$ cat config.mk
export PLATFORM = sky130hd
export DESIGN_NAME = ddc_channel
export DESIGN_NICKNAME = d
export VERILOG_FILES = /design/src/rtl/ddc_buffer.v /design/src/rtl/ddc_channel.v
export VERILOG_INCLUDE_DIRS = /design/src /design/src/rtl
export SDC_FILE = /design/constraint.sdc
export NUM_CORES = 1
export LEC_CHECK = 0
export BUFFER_PORTS_ARGS = -buffer_cell sky130_fd_sc_hd__buf_2
export CAP_MARGIN = 40
export CORE_MARGIN = 3
export CORE_UTILIZATION = 55
export CTS_CLUSTER_SIZE = 20
export DETAILED_ROUTE_END_ITERATION = 16
export GPL_ROUTABILITY_DRIVEN = 0
export PLACE_DENSITY_LB_ADDON = 0.2
export SLEW_MARGIN = 30
export SYNTH_ARGS = -nofsm -noshare
export SYNTH_HDL_FRONTEND = slang
export SYNTH_SLANG_ARGS = --single-unit
$ cat constraint.sdc
create_clock -name i_clock -period 11.94 [get_ports i_clock]
set_clock_uncertainty 0.15 [all_clocks]
set_input_delay 0.597 -clock i_clock [delete_from_list [all_inputs] [get_ports i_clock]]
set_output_delay 0.597 -clock i_clock [all_outputs]
set_load 0.01 [all_outputs]
$ cat src/rtl/ddc_regs.vh
`ifndef DDC_REGS_VH
`define DDC_REGS_VH

// register offsets
`define DDC_CONTROL_ADDR     12'h0330
`define DDC_ROUTE_ADDR       12'h0331
`define DDC_TUNE_LOW_ADDR    12'h0334
`define DDC_TUNE_HIGH_ADDR   12'h0335
`define DDC_PHASE_LOW_ADDR   12'h0340
`define DDC_PHASE_HIGH_ADDR  12'h0341

// reset value for control, route and both low-byte registers
`define DDC_REG_RESET        8'h00

// control field positions
`define DDC_CTL_MIXER_BIT    7
`define DDC_CTL_GAIN_BIT     6
`define DDC_CTL_IF_HI        5
`define DDC_CTL_IF_LO        4
`define DDC_CTL_C2R_BIT      3
`define DDC_CTL_DEC_HI       1
`define DDC_CTL_DEC_LO       0

// writable bit masks; masked bits read as zero
`define DDC_CTL_MASK         8'hFB
`define DDC_ROUTE_MASK       8'h05
`define DDC_HIGH_MASK        8'h0F

// route field positions
`define DDC_ROUTE_Q_BIT      2
`define DDC_ROUTE_I_BIT      0

// intermediate frequency modes
`define DDC_IF_VARIABLE      2'h0
`define DDC_IF_ZERO          2'h1
`define DDC_IF_QUARTER       2'h2
`define DDC_IF_TEST          2'h3

// decimation select codes
`define DDC_DEC_BY_TWO       2'h2

// sample width, positive full scale
`define DDC_SAMPLE_W         12
`define DDC_FULL_SCALE       12'h7FF
`define DDC_NEG_SCALE        12'h800

// buffer word holds i in high half, q in low half
`define DDC_WORD_W           24

`endif

$ cat src/rtl/ddc_buffer.v
`timescale 1ns/100ps
`include "ddc_regs.vh"

module ddc_buffer (
    // clock and control
    input  wire                      i_clock,
    input  wire                      i_reset,
    input  wire                      i_clock_enable,
    // filling side
    input  wire                      i_push_valid,
    input  wire [`DDC_WORD_W-1:0]    i_push_data,
    output wire                      o_push_ready,
    // draining side
    output wire                      o_pop_valid,
    output wire [`DDC_WORD_W-1:0]    o_pop_data,
    input  wire                      i_pop_ready
);

    reg [`DDC_WORD_W-1:0] head_reg;
    reg [`DDC_WORD_W-1:0] tail_reg;
    reg [1:0]             count_reg;
    reg [1:0]             count_next;
    reg                   valid_reg;
    reg                   ready_reg;
    wire                  push;
    wire                  pop;

    assign push        = i_push_valid & ready_reg;
    assign pop         = valid_reg & i_pop_ready;
    assign o_push_ready = ready_reg;
    assign o_pop_valid  = valid_reg;
    assign o_pop_data   = head_reg;

    // occupancy after this cycle
    always @* begin
        count_next = count_reg;
        if (push & ~pop) begin
            count_next = count_reg + 2'd1;
        end else if (pop & ~push) begin
            count_next = count_reg - 2'd1;
        end
    end

    // two entries; flags registered so ports come from flops
    always @(posedge i_clock) begin
        if (i_reset) begin
            head_reg  <= {`DDC_WORD_W{1'b0}};
            tail_reg  <= {`DDC_WORD_W{1'b0}};
            count_reg <= 2'd0;
            valid_reg <= 1'b0;
            ready_reg <= 1'b1;
        end else if (i_clock_enable) begin
            if (push & pop) begin
                if (count_reg == 2'd1) begin
                    head_reg <= i_push_data;
                end else begin
                    head_reg <= tail_reg;
                    tail_reg <= i_push_data;
                end
            end else if (pop) begin
                head_reg <= tail_reg;
            end else if (push) begin
                if (count_reg == 2'd0) begin
                    head_reg <= i_push_data;
                end else begin
                    tail_reg <= i_push_data;
                end
            end
            count_reg <= count_next;
            valid_reg <= (count_next != 2'd0);
            ready_reg <= (count_next != 2'd2);
        end
    end

endmodule

$ cat src/rtl/ddc_channel.v
// Overview of operation
// - tuning word is low byte plus high nibble
// - phase bits 7..0 from phase low byte
// - phase bits 11..8 from phase high nibble
// - mode 00 runs mixer with oscillator
// - mode 01 bypasses mixer, oscillator off
// - mode 10 mixes down by quarter rate
// - mode 11 forces mixer inputs full scale
// - route bits pick channel for i, q
`timescale 1ns/100ps
`include "ddc_regs.vh"

module ddc_channel (
    // clock and control
    input  wire                      i_clock,
    input  wire                      i_reset,
    input  wire                      i_clock_enable,
    // register port
    input  wire [11:0]               i_reg_addr,
    input  wire                      i_reg_write,
    input  wire [7:0]                i_reg_write_data,
    input  wire                      i_reg_read,
    output reg  [7:0]                o_reg_read_data,
    // samples from converter cores
    input  wire                      i_sample_valid,
    input  wire [`DDC_SAMPLE_W-1:0]  i_sample_a,
    input  wire [`DDC_SAMPLE_W-1:0]  i_sample_b,
    output wire                      o_sample_ready,
    // samples towards output framer
    output wire                      o_out_valid,
    output wire [`DDC_WORD_W-1:0]    o_out_data,
    input  wire                      i_out_ready
);

    reg  [7:0]  control_reg;
    reg  [7:0]  route_reg;
    reg  [7:0]  tune_low_reg;
    reg  [3:0]  tune_high_reg;
    reg  [7:0]  phase_low_reg;
    reg  [3:0]  phase_high_reg;
    reg  [11:0] accum_reg;
    reg  [1:0]  quarter_reg;
    reg         keep_reg;

    wire [11:0] tuning_word;
    wire [11:0] phase_offset;
    wire [1:0]  if_mode;
    wire        complex_mix;
    wire        gain_6db;
    wire        to_real;
    wire        dec_by_two;
    wire        accept;
    wire        push;
    wire        buf_ready;

    reg  [11:0] mix_in_i;
    reg  [11:0] mix_in_q;
    reg  [1:0]  cos_code;
    reg  [1:0]  sin_code;
    reg  [13:0] sum_i;
    reg  [13:0] sum_q;
    reg  [11:0] out_i;
    reg  [11:0] out_q;

    // word assembly; upper nibbles never stored
    assign tuning_word  = {tune_high_reg, tune_low_reg};
    assign phase_offset = {phase_high_reg, phase_low_reg};

    // control field decode
    assign complex_mix = control_reg[`DDC_CTL_MIXER_BIT];
    assign gain_6db    = control_reg[`DDC_CTL_GAIN_BIT];
    assign if_mode     = control_reg[`DDC_CTL_IF_HI:`DDC_CTL_IF_LO];
    assign to_real     = control_reg[`DDC_CTL_C2R_BIT];
    assign dec_by_two  = (control_reg[`DDC_CTL_DEC_HI:`DDC_CTL_DEC_LO]
                          == `DDC_DEC_BY_TWO);

    // a sample is taken whenever the buffer can hold it
    assign accept = i_sample_valid & buf_ready;
    assign push   = accept & (keep_reg | ~dec_by_two);
    assign o_sample_ready = buf_ready;

    // sign-extended product of sample and unit code 0, +1, -1
    function [13:0] unit_mul;
        input [11:0] x;
        input [1:0]  c;
        begin
            if (c == 2'b01) begin
                unit_mul = {{2{x[11]}}, x};
            end else if (c == 2'b11) begin
                unit_mul = 14'd0 - {{2{x[11]}}, x};
            end else begin
                unit_mul = 14'd0;
            end
        end
    endfunction

    // clamp to 12 bits after optional 6 dB shift
    function [11:0] clamp;
        input [13:0] v;
        input        g;
        reg   [13:0] s;
        begin
            s = g ? {v[12:0], 1'b0} : v;
            if (~v[13] & ((g & (v[12:11] != 2'b00)) | s[13] | s[12]
                          | s[11])) begin
                clamp = `DDC_FULL_SCALE;
            end else if (v[13] & ((g & (v[12:11] != 2'b11))
                                  | ~s[12] | ~s[11])) begin
                clamp = `DDC_NEG_SCALE;
            end else begin
                clamp = s[11:0];
            end
        end
    endfunction

    // oscillator as coarse quadrant table; keeps logic tiny,
    // trades spectral purity for area
    always @* begin
        mix_in_i = route_pick(route_reg[`DDC_ROUTE_I_BIT],
                              i_sample_a, i_sample_b);
        mix_in_q = route_pick(route_reg[`DDC_ROUTE_Q_BIT],
                              i_sample_a, i_sample_b);
        cos_code = 2'b01;
        sin_code = 2'b00;
        case (if_mode)
            `DDC_IF_QUARTER: begin
                cos_code = quad_cos(quarter_reg);
                sin_code = quad_sin(quarter_reg);
            end
            `DDC_IF_TEST: begin
                mix_in_i = `DDC_FULL_SCALE;
                mix_in_q = `DDC_FULL_SCALE;
                cos_code = quad_cos(accum_reg[11:10]);
                sin_code = quad_sin(accum_reg[11:10]);
            end
            `DDC_IF_VARIABLE: begin
                cos_code = quad_cos(accum_reg[11:10]);
                sin_code = quad_sin(accum_reg[11:10]);
            end
            default: begin
                cos_code = 2'b01;
                sin_code = 2'b00;
            end
        endcase
        if (if_mode == `DDC_IF_ZERO) begin
            sum_i = {{2{mix_in_i[11]}}, mix_in_i};
            sum_q = complex_mix ? {{2{mix_in_q[11]}}, mix_in_q}
                                : 14'd0;
        end else if (complex_mix) begin
            // (i + jq)(cos - j sin)
            sum_i = unit_mul(mix_in_i, cos_code)
                  + unit_mul(mix_in_q, sin_code);
            sum_q = unit_mul(mix_in_q, cos_code)
                  - unit_mul(mix_in_i, sin_code);
        end else begin
            sum_i = unit_mul(mix_in_i, cos_code);
            sum_q = 14'd0 - unit_mul(mix_in_i, sin_code);
        end
        out_i = clamp(sum_i, gain_6db);
        out_q = to_real ? 12'h000 : clamp(sum_q, gain_6db);
    end

    // channel picker, 0 is core a and 1 is core b;
    // samples come in as arguments so always @* sees them change
    function [11:0] route_pick;
        input        sel;
        input [11:0] a;
        input [11:0] b;
        begin
            route_pick = sel ? b : a;
        end
    endfunction

    // quadrant cosine code
    function [1:0] quad_cos;
        input [1:0] q;
        begin
            case (q)
                2'd0:    quad_cos = 2'b01;
                2'd2:    quad_cos = 2'b11;
                default: quad_cos = 2'b00;
            endcase
        end
    endfunction

    // quadrant sine code
    function [1:0] quad_sin;
        input [1:0] q;
        begin
            case (q)
                2'd1:    quad_sin = 2'b01;
                2'd3:    quad_sin = 2'b11;
                default: quad_sin = 2'b00;
            endcase
        end
    endfunction

    // oscillator and quarter-rate sequence advance per sample;
    // zero-if holds the oscillator at its phase offset
    always @(posedge i_clock) begin
        if (i_reset) begin
            accum_reg   <= 12'h000;
            quarter_reg <= 2'd0;
            keep_reg    <= 1'b1;
        end else if (i_clock_enable) begin
            if (if_mode == `DDC_IF_ZERO) begin
                accum_reg <= phase_offset;
            end else if (accept) begin
                accum_reg <= accum_reg + tuning_word;
            end
            if (accept) begin
                quarter_reg <= quarter_reg + 2'd1;
                keep_reg    <= ~keep_reg;
            end
        end
    end

    // register writes, store only defined bits
    always @(posedge i_clock) begin
        if (i_reset) begin
            control_reg    <= `DDC_REG_RESET;
            route_reg      <= `DDC_REG_RESET;
            tune_low_reg   <= `DDC_REG_RESET;
            tune_high_reg  <= 4'h0;
            phase_low_reg  <= `DDC_REG_RESET;
            phase_high_reg <= 4'h0;
        end else if (i_clock_enable & i_reg_write) begin
            if (i_reg_addr == `DDC_CONTROL_ADDR) begin
                control_reg <= i_reg_write_data & `DDC_CTL_MASK;
            end else if (i_reg_addr == `DDC_ROUTE_ADDR) begin
                route_reg <= i_reg_write_data & `DDC_ROUTE_MASK;
            end else if (i_reg_addr == `DDC_TUNE_LOW_ADDR) begin
                tune_low_reg <= i_reg_write_data;
            end else if (i_reg_addr == `DDC_TUNE_HIGH_ADDR) begin
                tune_high_reg <= i_reg_write_data[3:0];
            end else if (i_reg_addr == `DDC_PHASE_LOW_ADDR) begin
                phase_low_reg <= i_reg_write_data;
            end else if (i_reg_addr == `DDC_PHASE_HIGH_ADDR) begin
                phase_high_reg <= i_reg_write_data[3:0];
            end
        end
    end

    // registered read-back; unmapped offsets read zero
    always @(posedge i_clock) begin
        if (i_reset) begin
            o_reg_read_data <= 8'h00;
        end else if (i_clock_enable & i_reg_read) begin
            if (i_reg_addr == `DDC_CONTROL_ADDR) begin
                o_reg_read_data <= control_reg;
            end else if (i_reg_addr == `DDC_ROUTE_ADDR) begin
                o_reg_read_data <= route_reg;
            end else if (i_reg_addr == `DDC_TUNE_LOW_ADDR) begin
                o_reg_read_data <= tune_low_reg;
            end else if (i_reg_addr == `DDC_TUNE_HIGH_ADDR) begin
                o_reg_read_data <= {4'h0, tune_high_reg};
            end else if (i_reg_addr == `DDC_PHASE_LOW_ADDR) begin
                o_reg_read_data <= phase_low_reg;
            end else if (i_reg_addr == `DDC_PHASE_HIGH_ADDR) begin
                o_reg_read_data <= {4'h0, phase_high_reg};
            end else begin
                o_reg_read_data <= 8'h00;
            end
        end
    end

    // two-entry buffer absorbs a framer stall without loss
    ddc_buffer u_buffer (
        .i_clock        (i_clock),
        .i_reset        (i_reset),
        .i_clock_enable (i_clock_enable),
        .i_push_valid   (push),
        .i_push_data    ({out_i, out_q}),
        .o_push_ready   (buf_ready),
        .o_pop_valid    (o_out_valid),
        .o_pop_data     (o_out_data),
        .i_pop_ready    (i_out_ready)
    );

endmodule

After elaboration in Yosys (flattened, before gate mapping)
Cells that the tools add are included.

cells by class
  add/subtract/negate cells = 9
  equal/unequal tests = 27
  mux-type cells = 60
  bitwise operators = 43
  reduce and logical (&&, ||, !) cells = 22

operators by type and width
  cell                                                number
  two-way mux 14 bit                                  25
  two-way mux 24 bit                                  10
  two-way mux 12 bit                                  11
  == test 12 x 10 -> 1 bit (second input constant)    6
  two-way mux 8 bit                                   5
  subtractor 1 x 12 -> 13 bit (first input constant)  2
  one-hot mux 2 bit (2 select lines)                  6
  == test 2 bit (second input constant)               9
  AND 1 bit                                           17
  NOT 1 bit                                           15
  adder 14 bit                                        1
  subtractor 1 x 14 -> 14 bit (first input constant)  1
  subtractor 14 bit                                   1
  adder 12 bit                                        1
  == test 2 x 1 -> 1 bit (second input constant)      6
  bitwise OR 1 bit                                    11
  inequality test 2 bit (second input constant)       5
  AND reduction 5 bit                                 2
  nonzero test 2 bit                                  5
  zero test 2 bit                                     4
  AND reduction 7 bit                                 1
  AND reduction 2 bit                                 3
  AND reduction 3 bit                                 2
  AND reduction 6 bit                                 1
  other kinds (8)                                     11

storage, ports and cells
  flip-flop bits (word level) = 108
  input bits = 51
  output and inout port bits = 34
  word-level logic and storage cells = 176

Logic depth before layout (Yosys ltp)
  depth after elaboration = 23
  mapped depth = 23

By module
A second synthesis with hierarchy kept.

second synthesis, totals
  cells, all modules = 1,163
  area, all modules = 9,185.1 µm²

by module, submodules not included
  module       times used  cells each  area an instance (µm²)
  ddc_channel  1           942         6,975.4
  ddc_buffer   1           221         2,209.6

Worst setup path after synthesis
No wires, ideal clock.

  path kind = register -> register
  start = register control_reg[4]
  end = register u_buffer.head_reg[14], in the netlist u_buffer.o_pop_data[14]
  library setup time = 0.086 ns
  data arrival time = 4.616 ns
  setup slack = 7.088 ns
  cell stages (with the launch flop) = 22
  period minus slack after synthesis = 4.852 ns
  cell sequence = dfxtp_1 ha_1 buf_2 buf_2 clkbuf_1 a211oi_1 nand3_1 nor3_1 nor2_1 xor2_1 nor2_1 ha_1 a21o_1 a21o_1 or4_1 o2111a_1 a211oi_2 nand2_1 o21ai_2 buf_4 o211ai_2 a221oi_2

on the way
  word-level cells in the longest chain between the ends = 22
  elaborated cells on any way between the ends = 48
  those cells by class = 3 x add/sub; 8 x eq/ne; 22 x mux; 12 x bitwise; 3 x reduce/logical

ends and longest elaborated chain
  what                                                   RTL line                              source
  from (decl)                                            ddc_channel.v:35                      reg [7:0] control_reg;
  from (signal assigned)                                 ddc_channel.v:221                     control_reg <= `DDC_REG_RESET;
  from (signal assigned)                                 ddc_channel.v:229                     control_reg <= i_reg_write_data & `DDC_CTL_MASK;
  branches (longest 10 deep; another with adder 14 bit)  n/a
  two-way mux 14 bit (*)                                 ddc_channel.v:145                     if (if_mode == `DDC_IF_ZERO) begin
  inequality test 2 bit, or another cell as far along    ddc_channel.v:107                     end else if (v[13] & ((g & (v[12:11] != 2'b11))
  AND 1 bit, or another cell as far along                ddc_channel.v:107
  bitwise OR 1 bit (on tied branches) (2 in a row)       ddc_channel.v:108, ddc_channel.v:104
  AND 1 bit or bitwise OR 1 bit (tied branches)          ddc_channel.v:107, ddc_channel.v:105
  two-way mux 12 bit or AND 1 bit (tied branches)        ddc_channel.v:107, ddc_channel.v:104
  two-way mux 12 bit (*)                                 ddc_channel.v:104                     if (~v[13] & ((g & (v[12:11] != 2'b00)) | s[13] | s[12]
  two-way mux 24 bit                                     ddc_buffer.v:63                       if (count_reg == 2'd0) begin
  two-way mux 24 bit                                     ddc_buffer.v:62                       end else if (push) begin
  two-way mux 24 bit                                     ddc_buffer.v:60                       end else if (pop) begin
  two-way mux 24 bit (*)                                 ddc_buffer.v:53                       if (push & pop) begin
  to (signal assigned)                                   ddc_buffer.v:55                       head_reg <= i_push_data;
  to (signal assigned)                                   ddc_buffer.v:61                       head_reg <= tail_reg;
  to (signal assigned)                                   ddc_buffer.v:64                       head_reg <= i_push_data;
  to (decl)                                              ddc_buffer.v:19                       reg [`DDC_WORD_W-1:0] head_reg;

Mark *: on every way between the ends. The select of a mux whose other input is x is not followed.
A chain may end at the register's enable or synchronous reset.

Worst setup path after layout
  start = register control_reg[5]
  end = register u_buffer.head_reg[16], in the netlist u_buffer.o_pop_data[16]

Same word-level chain as after synthesis.

==> impl_metrics.json <==
{
  "status": "complete, no violations",
  "ys_seq_area_share_pct": 23.9,
  "p_sw_mw": 0.345,
  "worstReg2RegEnd": "u_buffer.o_pop_data[16]",
  "final_max_slew_viol_count": 0,
  "die_area_sq_um": 18000,
  "startpoint_type": "register",
  "power.leakage_nw": 3.97,
  "crit_required_ns": 12.07,
  "power_density_nw_per_um2": 99.1,
  "clockRootBuffer": "clkbuf_16",
  "combPwrFrac_pct": 28.6,
  "met2_usage_pct": 48.0,
  "hold_path.class": "reg -> reg",
  "grt_max_degree": 63,
  "vias_per_cell": 6.27,
  "layout_min_cycle_time_ns": 5.83,
  "tightest_slew_ns": 0.894,
  "clk_latency_ns": 0.37,
  "grt-ovfl-total": 0,
  "worst-path-max-fanout": 27,
  "core_area_sq_um": 16000,
  "post_cts_buffers": 0,
  "syn_inst": 1166,
  "ys_seq_elements": 108,
  "ys_types": 86,
  "busiest_layer": "met2",
  "vdd_drop_max_v": 0.0000984,
  "crit_arrival_ns": 5.96,
  "path_clk_slew_ns": 0.08,
  "drt_iter0_markers": 695,
  "cp-endpoint": "u_buffer.o_pop_data[16]",
  "synth_edf_count": 0,
  "crit_path_start": "control_reg[5]",
  "fmax_ghz": 0.171,
  "place_hpwl_um": 20400,
  "drv_cap": 0,
  "synth_area_leaders": "dfxtp_1 24%, nor2_1 7.3%, ha_1 6.9%, mux2i_1 5.9%, nand2_1 4.7%",
  "cp_common_cell": "a21o_1",
  "synth_top_area_share_pct": 23.9,
  "numPortBuffers": 84,
  "maxSlewHeadroom_pct": 39.9,
  "critPathBufInv": 1,
  "wl_per_cell_um": 18.7,
  "reg2reg_from": "control_reg[5]",
  "drtAntennaViolNets": 0,
  "ctsHtreeMaxLevel": 3,
  "setup_viol": 0,
  "grt_setup_unrepaired": "false",
  "path_depth": 17,
  "drc": 0,
  "drive_gt1_share_pct": 15.3,
  "yosysWarnings": 0,
  "grt_pass1_wl_um": 44200,
  "syn_nets": 1270,
  "pwr-share-seq_pct": 40.2,
  "use_met1_pct": 39.2,
  "p_int_mw": 0.645,
  "drt_wl_total_um": 26800,
  "grt_util_met3_pct": 6.53,
  "r2r_cells": 17,
  "vias": 8987,
  "num-nets-final": 1317,
  "io_pins": 85,
  "fp.dieH_um": 134,
  "die_w_um": 134,
  "yosys.area.top_type": "dfxtp_1",
  "async_reset_ff_share_pct": 0,
  "cts.sinks": 108,
  "clkPwrFrac_pct": 31.2,
  "utilization_pct": 62.4,
  "slowest_delay_ns": 0.70,
  "path_delay_family": "compound AO/OA/AOI/OAI gates",
  "antenna_found_initial": 0,
  "cts-resized-gates": 0,
  "rows": 46,
  "clock_path_buffers": 2,
  "slowest_stage": "a22oi_1",
  "n_antenna_cell": 0,
  "hold_buffers": 0,
  "areaGrowthSynthToFinish_pct": 10.3,
  "grt_pass1_vias": 8544,
  "layout_common_cells": "175 x nor2_1, 113 x nand2_1, 108 x dfxtp_1, 86 x buf_2, 68 x o21ai_0",
  "synth_area_sq_um": 9050,
  "path_cells": "ha_2, nor2b_1, a22oi_1, nor2_1, xor2_1, a21oi_1, inv_1, ha_1, a21o_1, a21o_1, or4_1, o2111a_1, a211oi_2, nand2_1, o21ai_2, o21ai_0, a221oi_2",
  "initial_core_util_pct": 56.6,
  "fin_crit_sh_pct": 48.8,
  "finalSetupTns_ns": 0,
  "hold_viol_final": 0,
  "p_sw_share_pct": 34.8,
  "final_common_cell": "nor2_1",
  "tritoncts": "done",
  "crit_type": "reg -> reg",
  "firstDrtPassIters": 7,
  "synthFlopType": "dfxtp_1",
  "end_kind": "register",
  "syn_area_per_cell_sq_um": 7.76,
  "cts_buffers": 9,
  "regToRegSetupSlack_ns": 6.11,
  "grtUsageTotal_pct": 30.0
}
==> metal layers <==
layer,vias up,part of all wire (%)
li1,4371,-
met1,4186,43
met5,-,0
met2,355,45
met3,75,7.4
met4,0,4.3
==> synthesized netlist by cell type (6+ instances only) <==
master	number
nor2_1	175
nand2_1	113
dfxtp_1	108
o21ai_0	68
mux2i_1	53
clkbuf_1	52
ha_1	50
a21oi_1	44
a211oi_1	37
inv_1	33
nor2b_1	31
xnor2_1	27
xor2_1	23
nor3_1	20
a211oi_2	19
and3_1	18
nand3_1	17
o211ai_1	17
a22o_1	14
nand2b_1	13
a22oi_1	12
o22ai_1	12
or3_1	12
a21o_1	11
a311oi_1	11
and2_1	11
o21a_1	11
a221oi_2	9
nor4_1	9
buf_1	7
o21ai_1	7
buf_2	6
nand4_1	6
==> metrics by stage <==
stage	instance area [sq um]	hold slack (ns)	total power, mW	worst slack (ns)	cells
2_1_floorplan	9050	0.266	0.601	7.09	1166
3_3_place_gp	9540	0.278	0.675	6.14	1408
3_5_place_dp	9630	0.295	0.682	6.17	1413
4_1_cts	9930	0.306	0.988	6.13	1429
5_1_grt	9980	0.320	1.04	5.79	1434
6_report	9980	0.304	0.989	6.11	1434
==> power by group through the flow <==
stage               logic [mW]  registers, mW  clock network [mW]
floorplan                0.192          0.409                   0
global placement         0.270          0.405                   0
detailed placement       0.276          0.406                   0
CTS                      0.278          0.397               0.312
global route             0.313          0.400               0.325
finish                   0.283          0.397               0.309
==> cell families (layout without fill, tap and decap cells) <==
logic type,after synthesis,in the layout,share of synthesized area [%]
fa+ha+maj,53,53,7.57
simple gates,453,453,23.8
xor+xnor,50,50,4.84
compound gates,340,340,28.4
buf+inv,102,154,4.60
flops,108,108,23.9
mux,60,60,6.90
==> layout make-up <==
type                       count  area (sq um)
clock buffer                   9           225
clock inverter                 7          81.3
tap                          216           270
fill                        1526          6020
inverter                      33           124
multi-input combinational    956          6510
timing repair buffer         105           608
sequential                   108          2160
==> worst min-delay path, stage by stage (launching register included) <==
cell and delay [ns]:
dfxtp_1 0.31, nand2_1 0.05, nand2_1 0.05
==> how the worst min path moves through the flow <==
stage                               from              endpoint  slack (ns)  cells after the start
global route        u_buffer.tail_reg[0]  u_buffer.tail_reg[0]        0.32                      2
finish              u_buffer.tail_reg[9]  u_buffer.tail_reg[9]        0.30                      2
global placement    u_buffer.tail_reg[0]  u_buffer.tail_reg[0]        0.28                      2
detailed placement  u_buffer.tail_reg[0]  u_buffer.tail_reg[0]        0.30                      2
floorplan           u_buffer.tail_reg[0]  u_buffer.tail_reg[0]        0.27                      2
CTS                 u_buffer.tail_reg[0]  u_buffer.tail_reg[0]        0.31                      2
Note: power is estimated with default switching activity, not from simulation.
